$ cat config.mk
export PLATFORM = sky130hd
export DESIGN_NAME = cfr_core
export DESIGN_NICKNAME = d
export VERILOG_FILES = /design/src/design/cfr_pkg.sv /design/src/design/cfr_core.sv
export SDC_FILE = /design/constraint.sdc
export NUM_CORES = 2
export LEC_CHECK = 0
export ABC_CLOCK_PERIOD_IN_PS = 7900
export BUFFER_PORTS_ARGS = -buffer_cell sky130_fd_sc_hd__clkbuf_2
export CAP_MARGIN = 20
export CORE_ASPECT_RATIO = 1.5
export CORE_MARGIN = 3
export CORE_UTILIZATION = 55
export DETAILED_ROUTE_END_ITERATION = 8
export PLACE_DENSITY = 0.72
export SYNTH_ARGS = -nofsm -noshare
export SYNTH_HDL_FRONTEND = slang
export SYNTH_SLANG_ARGS = --single-unit
$ cat constraint.sdc
create_clock -name REF_CLK -period 7.9 [get_ports REF_CLK]
set_input_delay 0.79 -clock REF_CLK [delete_from_list [all_inputs] [get_ports REF_CLK]]
set_output_delay 0.79 -clock REF_CLK [all_outputs]
set_load 0.02 [all_outputs]
$ cat src/design/cfr_pkg.sv
// package: constants and types of the cpu core datapath
package cfr_pkg;
    // ------------------------------------------------------------
    // sizes and data-space map
    // ------------------------------------------------------------
    localparam int PC_W = 15;
    localparam int NREG = 32;
    localparam logic [15:0] IO_BASE = 16'h0020;
    localparam logic [15:0] XIO_BASE = 16'h0060;
    localparam logic [15:0] A_STK_LO = 16'h005D;
    localparam logic [15:0] A_STK_HI = 16'h005E;
    localparam logic [15:0] A_FLAGS = 16'h005F;
    localparam logic [4:0] PTR_BASE = 5'h1A;
    localparam logic [4:0] PTR_Z = 5'h1E;
    localparam logic [4:0] PAIR_MUL = 5'h00;
    // ------------------------------------------------------------
    // reset values and flag positions
    // ------------------------------------------------------------
    localparam logic [15:0] STK_RST = 16'h0000;
    localparam logic [7:0] FLAGS_RST = 8'h00;
    localparam logic [14:0] PC_RST = 15'h0000;
    localparam int F_I = 7;
    localparam int F_T = 6;
    localparam int F_H = 5;
    localparam int F_S = 4;
    localparam int F_V = 3;
    localparam int F_N = 2;
    localparam int F_Z = 1;
    localparam int F_C = 0;
    // ------------------------------------------------------------
    // types
    // ------------------------------------------------------------
    typedef enum logic [4:0] {
        OP_NOP, OP_ADD, OP_ADC, OP_SUB, OP_SBC, OP_AND, OP_OR, OP_EOR,
        OP_MOV, OP_LDI, OP_MOVW, OP_ADIW, OP_MUL, OP_BIT_STORE,
        OP_BIT_LOAD, OP_IRQ_ENABLE, OP_IRQ_DISABLE, OP_LD, OP_ST,
        OP_LDS, OP_STS, OP_IN, OP_OUT, OP_PUSH, OP_POP, OP_CALL,
        OP_SUB_RETURN, OP_IRQ_RETURN, OP_JMP, OP_LPM
    } cfr_op_t;
    typedef enum logic [1:0] {AM_DISP, AM_POSTINC, AM_PREDEC} cfr_am_t;
    typedef enum logic [2:0] {
        ST_RUN = 3'h0, ST_MEM = 3'h1, ST_PUSH = 3'h3,
        ST_POP1 = 3'h2, ST_POP2 = 3'h6, ST_LPM = 3'h7
    } cfr_st_t;
    typedef struct packed {
        cfr_op_t op;
        logic [4:0] rd;
        logic [4:0] rr;
        logic [1:0] ptr;
        cfr_am_t am;
        logic [15:0] imm;
    } cfr_uop_t;
    typedef struct packed {
        logic [15:0] addr;
        logic [7:0] wdata;
        logic we;
        logic re;
    } cfr_dm_t;
endpackage : cfr_pkg

$ cat src/design/cfr_core.sv
// cpu core datapath: fetch overlap, register file, flags, stack pointer
`timescale 1ns/100ps
// Operation
// RL1 - fetch next instruction while current executes
// RL2 - thirty-two byte registers, single-cycle access
// RL3 - read two operands, compute, write back
// RL4 - register file 8/16-bit read and write schemes
// RL5 - top six registers form three pointers
// RL6 - pointers: displacement, post-increment, pre-decrement
// RL7 - registers mapped at data addresses 0-31
// RL8 - i/o space mapped right after registers
// RL9 - extended i/o only through data-space access
// RL10 - global enable clear blocks every interrupt
// RL11 - enable cleared on entry, set on return
// RL12 - bit 6 copy bit for bit store/load
// RL13 - bit 5 carries out of low nibble
// RL14 - bit 4 equals negative xor overflow
// RL15 - bit 3 overflow, bit 2 negative
// RL16 - bit 1 zero, bit 0 carry
// RL17 - flags updated after every alu operation
// RL18 - flags never saved or restored by hardware
// RL19 - stack grows downward, pointer marks top
// RL20 - stack pointer steps by one or two
// RL21 - two byte stack pointer registers, reset zero
// RL22 - software puts stack above 0x100 first
// RL23 - interrupt return takes four clock cycles
// RL24 - flags reset to zero, interrupts off
module cfr_core
    import cfr_pkg::*;
(
    input logic REF_CLK,
    input logic NRST,
    output logic [PC_W-1:0] PM_ADDR,
    input logic [15:0] PM_DATA,
    output logic [15:0] INSTR,
    output logic INSTR_VALID,
    input cfr_uop_t UOP,
    output cfr_dm_t DM_REQ,
    input logic [7:0] DM_RDATA,
    input logic IRQ_REQ,
    input logic [PC_W-1:0] IRQ_VEC,
    output logic IRQ_ACK,
    output logic [7:0] FLAGS,
    output logic [15:0] STACK_PTR
);
    // ------------------------------------------------------------
    // state
    // ------------------------------------------------------------
    logic [7:0] rf [NREG];
    cfr_st_t st, next_st;
    logic [PC_W-1:0] pc, pm_addr, ir_pc, ret_pc, tgt;
    logic [15:0] ir, stk_ptr, next_stk;
    logic [7:0] flags, next_flags, pop_hi;
    logic ir_valid, irq_ack, mem_ld, lpm_odd, ret_irq, hold;
    logic [4:0] mem_reg;
    cfr_dm_t dm, next_dm;
    cfr_op_t op;

    function automatic logic int_addr(input logic [15:0] a);
        int_addr = a < IO_BASE || a == A_STK_LO || a == A_STK_HI ||
            a == A_FLAGS;
    endfunction : int_addr

    // ------------------------------------------------------------
    // issue and operand read
    // ------------------------------------------------------------
    wire run = st == ST_RUN && ir_valid;
    // irq preempts the queued instruction; one instruction after enable
    wire take_irq = run && IRQ_REQ && flags[F_I] && !hold; // [RL10]
    wire exec = run && !take_irq;
    assign op = exec ? UOP.op : OP_NOP;
    wire [7:0] ra = rf[UOP.rd];
    wire [7:0] rb = rf[UOP.rr];
    wire [4:0] pa = {UOP.rd[4:1], 1'b0};
    wire [4:0] pb = {UOP.rr[4:1], 1'b0};
    wire [15:0] wa = {rf[pa | 5'h01], rf[pa]};
    wire [15:0] wb = {rf[pb | 5'h01], rf[pb]};
    wire [4:0] pl = PTR_BASE + {2'h0, UOP.ptr, 1'b0}; // [RL5]
    wire [15:0] ptr_val = {rf[pl | 5'h01], rf[pl]};
    wire [15:0] zptr = {rf[PTR_Z | 5'h01], rf[PTR_Z]}; // [RL5]
    wire bst_bit = ra[UOP.imm[2:0]];

    // ------------------------------------------------------------
    // alu
    // ------------------------------------------------------------
    wire is_sub = op == OP_SUB || op == OP_SBC;
    wire is_arith = op == OP_ADD || op == OP_ADC || is_sub;
    wire is_logic = op == OP_AND || op == OP_OR || op == OP_EOR;
    wire cin = (op == OP_ADC || op == OP_SBC) && flags[F_C];
    wire [8:0] sum = is_sub ? {1'b0, ra} - {1'b0, rb} - {8'h00, cin}
        : {1'b0, ra} + {1'b0, rb} + {8'h00, cin};
    wire [4:0] nib = is_sub
        ? {1'b0, ra[3:0]} - {1'b0, rb[3:0]} - {4'h0, cin}
        : {1'b0, ra[3:0]} + {1'b0, rb[3:0]} + {4'h0, cin};
    wire ovf = is_sub ? (ra[7] & ~rb[7] & ~sum[7] | ~ra[7] & rb[7] & sum[7])
        : (ra[7] & rb[7] & ~sum[7] | ~ra[7] & ~rb[7] & sum[7]);
    wire [7:0] lres = op == OP_AND ? (ra & rb)
        : op == OP_OR ? (ra | rb) : (ra ^ rb);
    wire [7:0] res8 = is_arith ? sum[7:0] : lres;
    wire [15:0] adiw = wa + {10'h000, UOP.imm[5:0]};
    wire [15:0] prod = ra * rb;
    wire [7:0] bmask = 8'h01 << UOP.imm[2:0];
    wire [7:0] bit_load_instr = (ra & ~bmask) | (flags[F_T] ? bmask : 8'h00);

    // ------------------------------------------------------------
    // data address and stack
    // ------------------------------------------------------------
    wire is_ptr = op == OP_LD || op == OP_ST;
    wire [15:0] pinc = ptr_val + 16'h0001;
    wire [15:0] pdec = ptr_val - 16'h0001;
    wire [15:0] ea_ptr = UOP.am == AM_DISP ? ptr_val + UOP.imm
        : UOP.am == AM_PREDEC ? pdec : ptr_val; // [RL6]
    // direct i/o reaches only 64 bytes above the registers
    wire [15:0] ea_io = IO_BASE + {10'h000, UOP.imm[5:0]}; // [RL8] [RL9]
    wire [15:0] ea = is_ptr ? ea_ptr
        : (op == OP_IN || op == OP_OUT) ? ea_io
        : op == OP_PUSH ? stk_ptr
        : op == OP_POP ? stk_ptr + 16'h0001 : UOP.imm;
    wire is_ld = op == OP_LD || op == OP_LDS || op == OP_IN ||
        op == OP_POP;
    wire is_mem = is_ld || op == OP_ST || op == OP_STS || op == OP_OUT ||
        op == OP_PUSH;
    wire is_call = op == OP_CALL;
    wire is_ret = op == OP_SUB_RETURN || op == OP_IRQ_RETURN;
    wire [PC_W-1:0] ret_now = take_irq ? ir_pc : ir_pc + 15'h0001;
    wire mem_int = int_addr(dm.addr); // [RL7]
    wire [7:0] int_rd = dm.addr < IO_BASE ? rf[dm.addr[4:0]]
        : dm.addr == A_STK_LO ? stk_ptr[7:0]
        : dm.addr == A_STK_HI ? stk_ptr[15:8] : flags;
    wire [7:0] ld_data = mem_int ? int_rd : DM_RDATA;
    wire int_st = st == ST_MEM && !mem_ld && mem_int;

    // ------------------------------------------------------------
    // register file write port
    // ------------------------------------------------------------
    wire ptr_upd = is_ptr && UOP.am != AM_DISP; // [RL6]
    wire w8_run = is_arith || is_logic || op == OP_MOV || op == OP_LDI ||
        op == OP_BIT_LOAD;
    wire mem_rf = st == ST_MEM && (mem_ld || dm.addr < IO_BASE);
    wire w8_en = w8_run || mem_rf || st == ST_LPM;
    wire [4:0] w8_addr = st == ST_MEM && !mem_ld ? dm.addr[4:0]
        : st != ST_RUN ? mem_reg : UOP.rd;
    wire [7:0] w8_data = st == ST_LPM
        ? (lpm_odd ? PM_DATA[15:8] : PM_DATA[7:0])
        : st == ST_MEM ? (mem_ld ? ld_data : dm.wdata)
        : op == OP_MOV ? rb
        : op == OP_LDI ? UOP.imm[7:0]
        : op == OP_BIT_LOAD ? bit_load_instr : res8; // [RL12]
    wire w16 = op == OP_MOVW || op == OP_ADIW || op == OP_MUL || ptr_upd;
    wire [4:0] w16_addr = op == OP_MUL ? PAIR_MUL : ptr_upd ? pl : pa;
    wire [15:0] w16_data = op == OP_MOVW ? wb
        : op == OP_ADIW ? adiw
        : op == OP_MUL ? prod
        : UOP.am == AM_PREDEC ? pdec : pinc;

    // data is not reset; only control state needs a defined value
    always_ff @(posedge REF_CLK)
    begin
        if (w8_en) rf[w8_addr] <= w8_data; // [RL2] [RL3] [RL4]
        if (w16)
        begin
            rf[w16_addr] <= w16_data[7:0]; // [RL4]
            rf[w16_addr | 5'h01] <= w16_data[15:8];
        end
    end

    // ------------------------------------------------------------
    // sequencing
    // ------------------------------------------------------------
    always_comb
    begin
        next_st = st;
        case (st)
            ST_RUN:
            begin
                if (take_irq || is_call) next_st = ST_PUSH;
                else if (is_ret) next_st = ST_POP1;
                else if (is_mem) next_st = ST_MEM;
                else if (op == OP_LPM) next_st = ST_LPM;
            end
            ST_POP1: next_st = ST_POP2;
            default: next_st = ST_RUN;
        endcase
    end

    wire jump = op == OP_JMP || st == ST_PUSH || st == ST_POP2;
    wire [PC_W-1:0] jump_to = op == OP_JMP ? UOP.imm[PC_W-1:0]
        : st == ST_PUSH ? tgt : {pop_hi[6:0], DM_RDATA};
    wire adv = st == ST_RUN && !jump;

    always_ff @(posedge REF_CLK or negedge NRST)
    begin
        if (!NRST)
        begin
            pc <= PC_RST;
            pm_addr <= PC_RST;
            ir <= 16'h0000;
            ir_pc <= PC_RST;
            ir_valid <= 1'b0;
        end
        else if (jump)
        begin
            pc <= jump_to;
            pm_addr <= jump_to;
            ir_valid <= 1'b0;
        end
        else if (adv)
        begin
            ir <= PM_DATA; // [RL1]
            ir_pc <= pc;
            ir_valid <= 1'b1;
            pc <= pc + 15'h0001;
            pm_addr <= op == OP_LPM ? zptr[15:1] : pc + 15'h0001; // [RL5]
        end
        else if (st == ST_LPM) pm_addr <= pc;
    end

    // ------------------------------------------------------------
    // data bus request
    // ------------------------------------------------------------
    // call, return and irq stack traffic bypasses the internal map (push/pop use it): that stack must sit in sram
    always_comb
    begin
        next_dm = '{dm.addr, dm.wdata, 1'b0, 1'b0};
        if (take_irq || is_call)
            next_dm = '{stk_ptr, ret_now[7:0], 1'b1, 1'b0}; // [RL19] [RL22]
        else if (is_ret)
            next_dm = '{stk_ptr + 16'h0001, dm.wdata, 1'b0, 1'b1};
        else if (is_mem)
            next_dm = '{ea, ra, !is_ld && !int_addr(ea),
                is_ld && !int_addr(ea)};
        else if (st == ST_PUSH)
            next_dm = '{stk_ptr - 16'h0001, {1'b0, ret_pc[14:8]}, 1'b1,
                1'b0}; // [RL18]
        else if (st == ST_POP1)
            next_dm = '{stk_ptr + 16'h0002, dm.wdata, 1'b0, 1'b1};
    end

    always_ff @(posedge REF_CLK or negedge NRST)
    begin
        if (!NRST)
        begin
            dm <= '0;
            mem_ld <= 1'b0;
            mem_reg <= 5'h00;
            lpm_odd <= 1'b0;
            ret_pc <= PC_RST;
            tgt <= PC_RST;
            pop_hi <= 8'h00;
            ret_irq <= 1'b0;
        end
        else
        begin
            dm <= next_dm;
            pop_hi <= DM_RDATA;
            if (exec) mem_ld <= is_ld;
            if (exec) mem_reg <= UOP.rd;
            if (exec) lpm_odd <= zptr[0];
            if (exec) ret_irq <= op == OP_IRQ_RETURN;
            if (run) ret_pc <= ret_now;
            if (run) tgt <= take_irq ? IRQ_VEC : UOP.imm[PC_W-1:0];
        end
    end

    // ------------------------------------------------------------
    // flags and stack pointer
    // ------------------------------------------------------------
    always_comb
    begin
        next_flags = flags;
        if (take_irq) next_flags[F_I] = 1'b0; // [RL11]
        if (is_arith || is_logic)
        begin
            next_flags[F_N] = res8[7]; // [RL15] [RL17]
            next_flags[F_Z] = res8 == 8'h00 &&
                (op != OP_SBC || flags[F_Z]); // [RL16]
            next_flags[F_V] = is_arith && ovf; // [RL15]
            if (is_arith) next_flags[F_C] = sum[8]; // [RL16]
            if (is_arith) next_flags[F_H] = nib[4]; // [RL13]
        end
        else if (op == OP_ADIW)
        begin
            next_flags[F_N] = adiw[15]; // [RL17]
            next_flags[F_Z] = adiw == 16'h0000;
            next_flags[F_V] = ~wa[15] & adiw[15];
            next_flags[F_C] = wa[15] & ~adiw[15];
        end
        else if (op == OP_MUL)
        begin
            next_flags[F_Z] = prod == 16'h0000; // [RL17]
            next_flags[F_C] = prod[15];
        end
        else if (op == OP_BIT_STORE) next_flags[F_T] = bst_bit; // [RL12]
        else if (op == OP_IRQ_ENABLE) next_flags[F_I] = 1'b1; // [RL11]
        else if (op == OP_IRQ_DISABLE) next_flags[F_I] = 1'b0; // [RL11]
        if (st == ST_POP2 && ret_irq) next_flags[F_I] = 1'b1; // [RL23]
        if (int_st && dm.addr == A_FLAGS) next_flags = dm.wdata;
        next_flags[F_S] = next_flags[F_N] ^ next_flags[F_V]; // [RL14]
    end

    always_comb
    begin
        next_stk = stk_ptr;
        if (op == OP_PUSH) next_stk = stk_ptr - 16'h0001; // [RL20]
        else if (op == OP_POP) next_stk = stk_ptr + 16'h0001; // [RL20]
        else if (st == ST_PUSH) next_stk = stk_ptr - 16'h0002; // [RL20]
        else if (st == ST_POP2) next_stk = stk_ptr + 16'h0002; // [RL23]
        else if (int_st && dm.addr == A_STK_LO)
            next_stk[7:0] = dm.wdata; // [RL21]
        else if (int_st && dm.addr == A_STK_HI)
            next_stk[15:8] = dm.wdata; // [RL21]
    end

    always_ff @(posedge REF_CLK or negedge NRST)
    begin
        if (!NRST)
        begin
            st <= ST_RUN;
            flags <= FLAGS_RST; // [RL24]
            stk_ptr <= STK_RST; // [RL21]
            irq_ack <= 1'b0;
            hold <= 1'b0;
        end
        else
        begin
            st <= next_st;
            flags <= next_flags;
            stk_ptr <= next_stk;
            irq_ack <= take_irq;
            if (op == OP_IRQ_ENABLE || (st == ST_POP2 && ret_irq))
                hold <= 1'b1;
            else if (exec) hold <= 1'b0;
        end
    end

    assign PM_ADDR = pm_addr;
    assign INSTR = ir;
    assign INSTR_VALID = ir_valid;
    assign DM_REQ = dm;
    assign IRQ_ACK = irq_ack;
    assign FLAGS = flags;
    assign STACK_PTR = stk_ptr;

    // ------------------------------------------------------------
    // checks
    // ------------------------------------------------------------
    sign_flag_a: assert property (@(posedge REF_CLK) disable iff (!NRST)
        flags[F_S] == (flags[F_N] ^ flags[F_V])) // [RL14]
        else $error("sign flag differs from n xor v");
    irq_gate_a: assert property (@(posedge REF_CLK) disable iff (!NRST)
        irq_ack |-> $past(flags[F_I]) && !flags[F_I]) // [RL10]
        else $error("interrupt taken while disabled or enable kept");
    irq_return_instr_len_a: assert property (@(posedge REF_CLK) disable iff (!NRST)
        op == OP_IRQ_RETURN |-> ##1 st == ST_POP1 ##1 st == ST_POP2
        ##1 (flags[F_I] && stk_ptr == $past(stk_ptr, 3) + 16'h0002))
        else $error("interrupt return sequence wrong"); // [RL23]
    push_step_a: assert property (@(posedge REF_CLK) disable iff (!NRST)
        op == OP_PUSH |=> stk_ptr == $past(stk_ptr) - 16'h0001) // [RL20]
        else $error("push did not step stack pointer by one");
    call_step_a: assert property (@(posedge REF_CLK) disable iff (!NRST)
        op == OP_CALL |-> ##2 stk_ptr == $past(stk_ptr, 2) - 16'h0002)
        else $error("call did not step stack pointer by two"); // [RL20]
    alu_wb_a: assert property (@(posedge REF_CLK) disable iff (!NRST)
        op == OP_ADD |=> rf[$past(UOP.rd)] == $past(sum[7:0])) // [RL3]
        else $error("alu result not written back");
    fetch_a: assert property (@(posedge REF_CLK) disable iff (!NRST)
        adv |=> ir == $past(PM_DATA) && ir_pc == $past(pc)) // [RL1]
        else $error("fetch did not overlap execution");
    zero_flag_a: assert property (@(posedge REF_CLK) disable iff (!NRST)
        is_logic |=> flags[F_Z] == ($past(res8) == 8'h00)) // [RL16]
        else $error("zero flag wrong after logic op");
    bit_copy_a: assert property (@(posedge REF_CLK) disable iff (!NRST)
        op == OP_BIT_STORE |=> flags[F_T] == $past(bst_bit)) // [RL12]
        else $error("copy bit not loaded");
    io_map_a: assert property (@(posedge REF_CLK) disable iff (!NRST)
        (op == OP_IN || op == OP_OUT) |=>
        dm.addr >= IO_BASE && dm.addr < XIO_BASE) // [RL8]
        else $error("direct i/o left the i/o window");
endmodule : cfr_core

### Word level (Yosys, flattened, before mapping)

Memories as Yosys holds them, arrays and structs flattened.
Index checks and enable logic that the tools add are counted.

| storage, ports and cells | value |
|---|---|
| bits in registers | 162 |
| RAM bits | 256 |
| output and inout bits | 83 |
| word-level logic and storage cells | 303 |
| memories kept | 1 |

| cells by class | value |
|---|---|
| $add $sub $neg | 20 |
| multiply operators | 1 |
| $lt $le $gt $ge | 3 |
| equal/unequal tests | 49 |
| shift-type cells | 1 |
| mux-type cells | 90 |
| bitwise operators | 25 |
| reductions and logical operators | 87 |

Memory list:

| name | depth | width | rd ports | clocked after Yosys merged registers in | wr ports | RTL line | text |
|---|---|---|---|---|---|---|---|
| rf | 32 | 8 | 11 | 0 | 2 | cfr_core.sv:49 | `logic [7:0] rf [NREG];` |

Operator list:

| cell | number |
|---|---|
| 16-bit 2-to-1 mux | 14 |
| 8-bit 2-to-1 mux | 20 |
| 15-bit 2-to-1 mux | 10 |
| 26-bit 2-to-1 mux | 5 |
| 16-bit by 7-bit equality test with 1-bit output (second input constant) | 6 |
| 5-bit equality test (second input constant) | 14 |
| 5-bit by 4-bit equality test with 1-bit output (second input constant) | 8 |
| 1-bit logical OR | 37 |
| 5-bit 2-to-1 mux | 7 |
| 16-bit by 1-bit adder with 16-bit output (second input constant) | 2 |
| 16-bit zero test | 2 |
| 16-bit by 6-bit less-than comparator with 1-bit output (second input constant) | 2 |
| 16-bit by 1-bit subtractor with 16-bit output (second input constant) | 2 |
| 15-bit by 1-bit adder with 15-bit output (second input constant) | 2 |
| 5-bit by 3-bit equality test with 1-bit output (second input constant) | 4 |
| 1-bit 2-to-1 mux | 20 |
| 1-bit logical AND | 19 |
| 16-bit adder | 1 |
| 16-bit by 2-bit adder with 16-bit output (second input constant) | 1 |
| 16-bit by 6-bit adder with 16-bit output | 1 |
| 8-bit bitwise AND | 2 |
| 8-bit by 8-bit multiplier with 16-bit output | 1 |
| 8-bit bitwise OR | 2 |
| 16-bit by 2-bit subtractor with 16-bit output (second input constant) | 1 |
| 45 further kinds | 93 |

### Logic depth before layout (Yosys ltp)

| depth | value |
|---|---|
| depth after elaboration | 22 |
| mapped depth | 34 |

### Worst setup path after synthesis

OpenSTA, ideal clock, no wires.

| path | value |
|---|---|
| kind | input port to flip-flop |
| start point | input port UOP[26] in the netlist's numbering |
| end point | memory rf[13][6] (data pin) |
| library setup time | 0.277 ns |
| data arrival time | 7.638 ns |
| path slack | -0.015 ns |
| stages | 30 |
| path through | buf_4 -> buf_2 -> buf_4 -> buf_2 -> buf_2 -> mux4_2 -> mux4_2 -> mux2i_1 -> clkbuf_1 -> inv_1 -> ha_1 -> fa_1 -> fa_1 -> fa_1 -> inv_1 -> fa_1 -> inv_1 -> ha_1 -> or2_2 -> o31a_1 -> o211ai_1 -> nand3b_1 -> a21o_1 -> a21oi_1 -> xor2_1 -> nand2_1 -> o21ai_0 -> a2bb2oi_2 -> buf_2 -> mux2i_1 |

RTL lines:

| item | RTL line | text |
|---|---|---|
| start: declaration | cfr_core.sv:37 | `input cfr_uop_t UOP,` |
| end: declaration | cfr_core.sv:49 |  |

==> qor.yml <==
crit_family: "adder cells"
crit_slowest_cell: "fa_1"
synth_fa_ha_area_share_pct: 5.630
ioPinCount: 160
synthMuxAreaShare_pct: 26.60
pwr-share-seq_pct: 25.8
synth_area_leader_cell: "edfxtp_1"
drc: 0
syn_area_um2: 36940
drv_cap: 0
vias: 35210
synth_async_sr_flop_share_pct: 37.56
crit_arrival_ns: 7.93
swShare_pct: 48.83
grt_pass1_wl_um: 244800
power_switching_w: 0.007367
routabilityCongestion: 1.073
grtUsageTotal_pct: 48.59
clock_sinks: 410
firstDrtPassIters: 9
powerDensity_nw_per_um2: 369.4
die_h_um: 323.4
rows: 115
dr.first_iter.drc_count: 5676
cts.htree.levels: 2
antenna_found_initial: 19
regMostFlops: "rf"
busiest_layer: "met2"
grt_max_degree: 63
core_um2: 66040
cp_num_cells: 31
cts_buffers: 45
largest_reg_flops: 256
syn_nets: 3821
slew_violations: 0
netlist_top_cells_area: "edfxtp_1 21%, mux4_2 20%, dfrtp_1 10%, mux2i_1 5.1%, nand2_1 4.1%"
post-place-ws_ns: 0.0002576
required_ns: 8.27
cts_resized: 0
io_buffer_count: 159
yosysSeqAreaShare_pct: 31.24
leakagePower_nw: 16.06
cts.clk_slew.worst_paths_ns: 0.07
cts_tree: "done"
avgViaCountPerCell: 7.586
synth_top_family_by_area: "multiplexers"
path_max_fanout: 27
yosys.area_share.simple_pct: 13.56
status: "finished clean"
crit_type: "in -> reg"
wire_per_inst_um: 36.65
met3_usage_pct: 19.45
final_antenna_net_count: 0
ys_ff_latch: 410
comb_power_share_pct: 58.9
synth_cell_types: 101
finalWorstSetupSlack_ns: 0.3406
synth-xor-area-share_pct: 2.418
grtUsageMet1_pct: 50.37
cp_num_buf_inv: 8
fmax_ghz: 0.1323
start_kind: "primary input"
globalRouteMet2Util_pct: 73.80
finClkSkew_ns: 0.03582
clk_path_buf_depth: 3
hold_path_class: "in -> async"
drive_above_1_share_pct: 23.27
ir_drop_mv: 0.3179
synth_compound_gate_area_share_pct: 15.61
overflow: 0
clkPwrFrac_pct: 15.2
synth_ff_type: "edfxtp_1"
tns_ns: 0
r2r_cells: 24
internal_power_w: 0.007721
cts_setup_buffers: 0
ys.warnings.count: 0
nNetsFinal: 3934
fin_crit_sh_pct: 95.69
setup_viol: 0
synth-edff-count: 256
dp_hpwl_um: 125700
cp-end-kind: "flop"
cts_hold_buf: 0
die_w_um: 217.6
start_util_pct: 55.93
insertion_delay_ns: 0.65
die-area_um2: 70370
grt_pass1_vias: 34400
wirelength_um: 170100
period_needed_ns: 7.559
rsz0062_at_grt: "no"
root_buffer: "clkbuf_16"
syn-instance-count: 3603
slowest_delay_ns: 0.53
slew_headroom_pct: 6.264
r2r_slack_ns: 0.43
nFillCells: 5597
synth_top_cell_area_share_pct: 20.81
area_delta_synth_final_pct: 10.57
hold_viol: 0
avgSynthCellArea_um2: 10.25
tightestPinTransition_ns: 1.406
-- layout make-up --
class / count / area (µm²) / share of cell area [%]
clock inverters: 22 / 304.0 / 0.7444
inverters: 120 / 450.4 / 1.103
repair buffers: 354 / 2479 / 6.068
well taps: 877 / 1097 / 2.686
multi-input cells: 2785 / 23690 / 57.99
clock buffers: 61 / 1249 / 3.057
flip-flops and latches: 410 / 11550 / 28.27
diodes: 12 / 30.03 / 0.07352
-- cell families after synthesis --
group	after synthesis
buffers and inverters	408
and+or+nand+nor	1101
adders and majority gates	141
muxes	556
DFF	410
AOI/OAI and AO/OA	885
xor gates and xnor gates	102
-- power by group through the flow --
stage / logic (W) / registers, W / clock network (W)
6_report: 0.00889 / 0.00390 / 0.00230
3_3_place_gp: 0.00819 / 0.00387 / 0
5_1_grt: 0.00941 / 0.00392 / 0.00239
2_1_floorplan: 0.00540 / 0.00375 / 0
3_5_place_dp: 0.00834 / 0.00388 / 0
4_1_cts: 0.00839 / 0.00384 / 0.00230
-- metrics by stage --
stage | utilization, % | hold WS [ns] | area, µm² | total power, W | std cells
3_3_place_gp | 59.30 | 0.4581 | 39170 | 0.01206 | 4538
5_1_grt | 61.80 | 0.1023 | 40820 | 0.01572 | 4630
2_1_floorplan | - | 0.4488 | 36940 | 0.009152 | 3603
3_5_place_dp | 59.31 | 0.4625 | 39170 | 0.01222 | 4539
4_1_cts | 61.66 | 0.1130 | 40720 | 0.01453 | 4622
6_report | 61.85 | 0.08557 | 40850 | 0.01509 | 4641
-- Yosys cell counts (all sizes together), types with 42 or more instances --
| cell type | instances |
|---|---|
| mux2i | 193 |
| xnor2 | 63 |
| mux4 | 336 |
| nand3 | 71 |
| o21ai | 213 |
| nor3 | 64 |
| a211oi | 47 |
| a21oi | 245 |
| ha | 99 |
| fa | 42 |
| nand2 | 407 |
| buf | 135 |
| clkbuf | 153 |
| nor2 | 342 |
| a31oi | 50 |
| dfrtp | 154 |
| inv | 118 |
| edfxtp | 256 |
-- cell usage in the layout (no fill, tap or decap), types with 62 or more instances in the layout --
master,instances
ha_1,98
nand3_1,71
mux2i_1,189
a21oi_1,232
clkbuf_2,153
o21ai_0,199
inv_1,114
xnor2_1,62
edfxtp_1,256
buf_4,177
nand2_1,407
nor2_1,324
dfrtp_1,152
mux4_2,335
-- per-layer routing --
layer / up-vias / routed length [µm]
met3: 1183 / 21930
met2: 3134 / 75010
li1: 14100 / -
met4: 12 / 22730
met5: - / 94
met1: 16780 / 50320
-- final timing paths --
check                                             to            startpoint
max                              rf[27][5]$_DFFE_PP_               UOP[21]
min                        STACK_PTR[15]$_DFFE_PN0P_                  NRST
max reg2reg                      rf[27][5]$_DFFE_PP_   rf[31][6]$_DFFE_PP_
min reg2reg                     INSTR[3]$_DFFE_PN0P_  INSTR[3]$_DFFE_PN0P_
max in group asynchronous         tgt[5]$_DFFE_PN0N_                  NRST
min in group REF_CLK            INSTR[3]$_DFFE_PN0P_            PM_DATA[3]
-- worst register-to-register path, stage by stage, from the launching register on --
cell and delay (ns):
edfxtp_1 0.67, mux4_2 0.57, mux4_2 0.48, mux2i_1 0.48, nor2_1 0.16, fa_1 0.54, fa_1 0.53, fa_1 0.50
inv_1 0.05, fa_1 0.47, inv_1 0.05, ha_1 0.31, or2_2 0.32, a21oi_1 0.15, a21oi_1 0.08, a211oi_1 0.43
xnor2_1 0.15, nor2_1 0.30, a31oi_1 0.08, o21ai_0 0.16, buf_4 0.14, nand2_1 0.12, buf_4 0.23, nor2_1 0.12
a21oi_1 0.08
(Power assumes the default switching activity.)
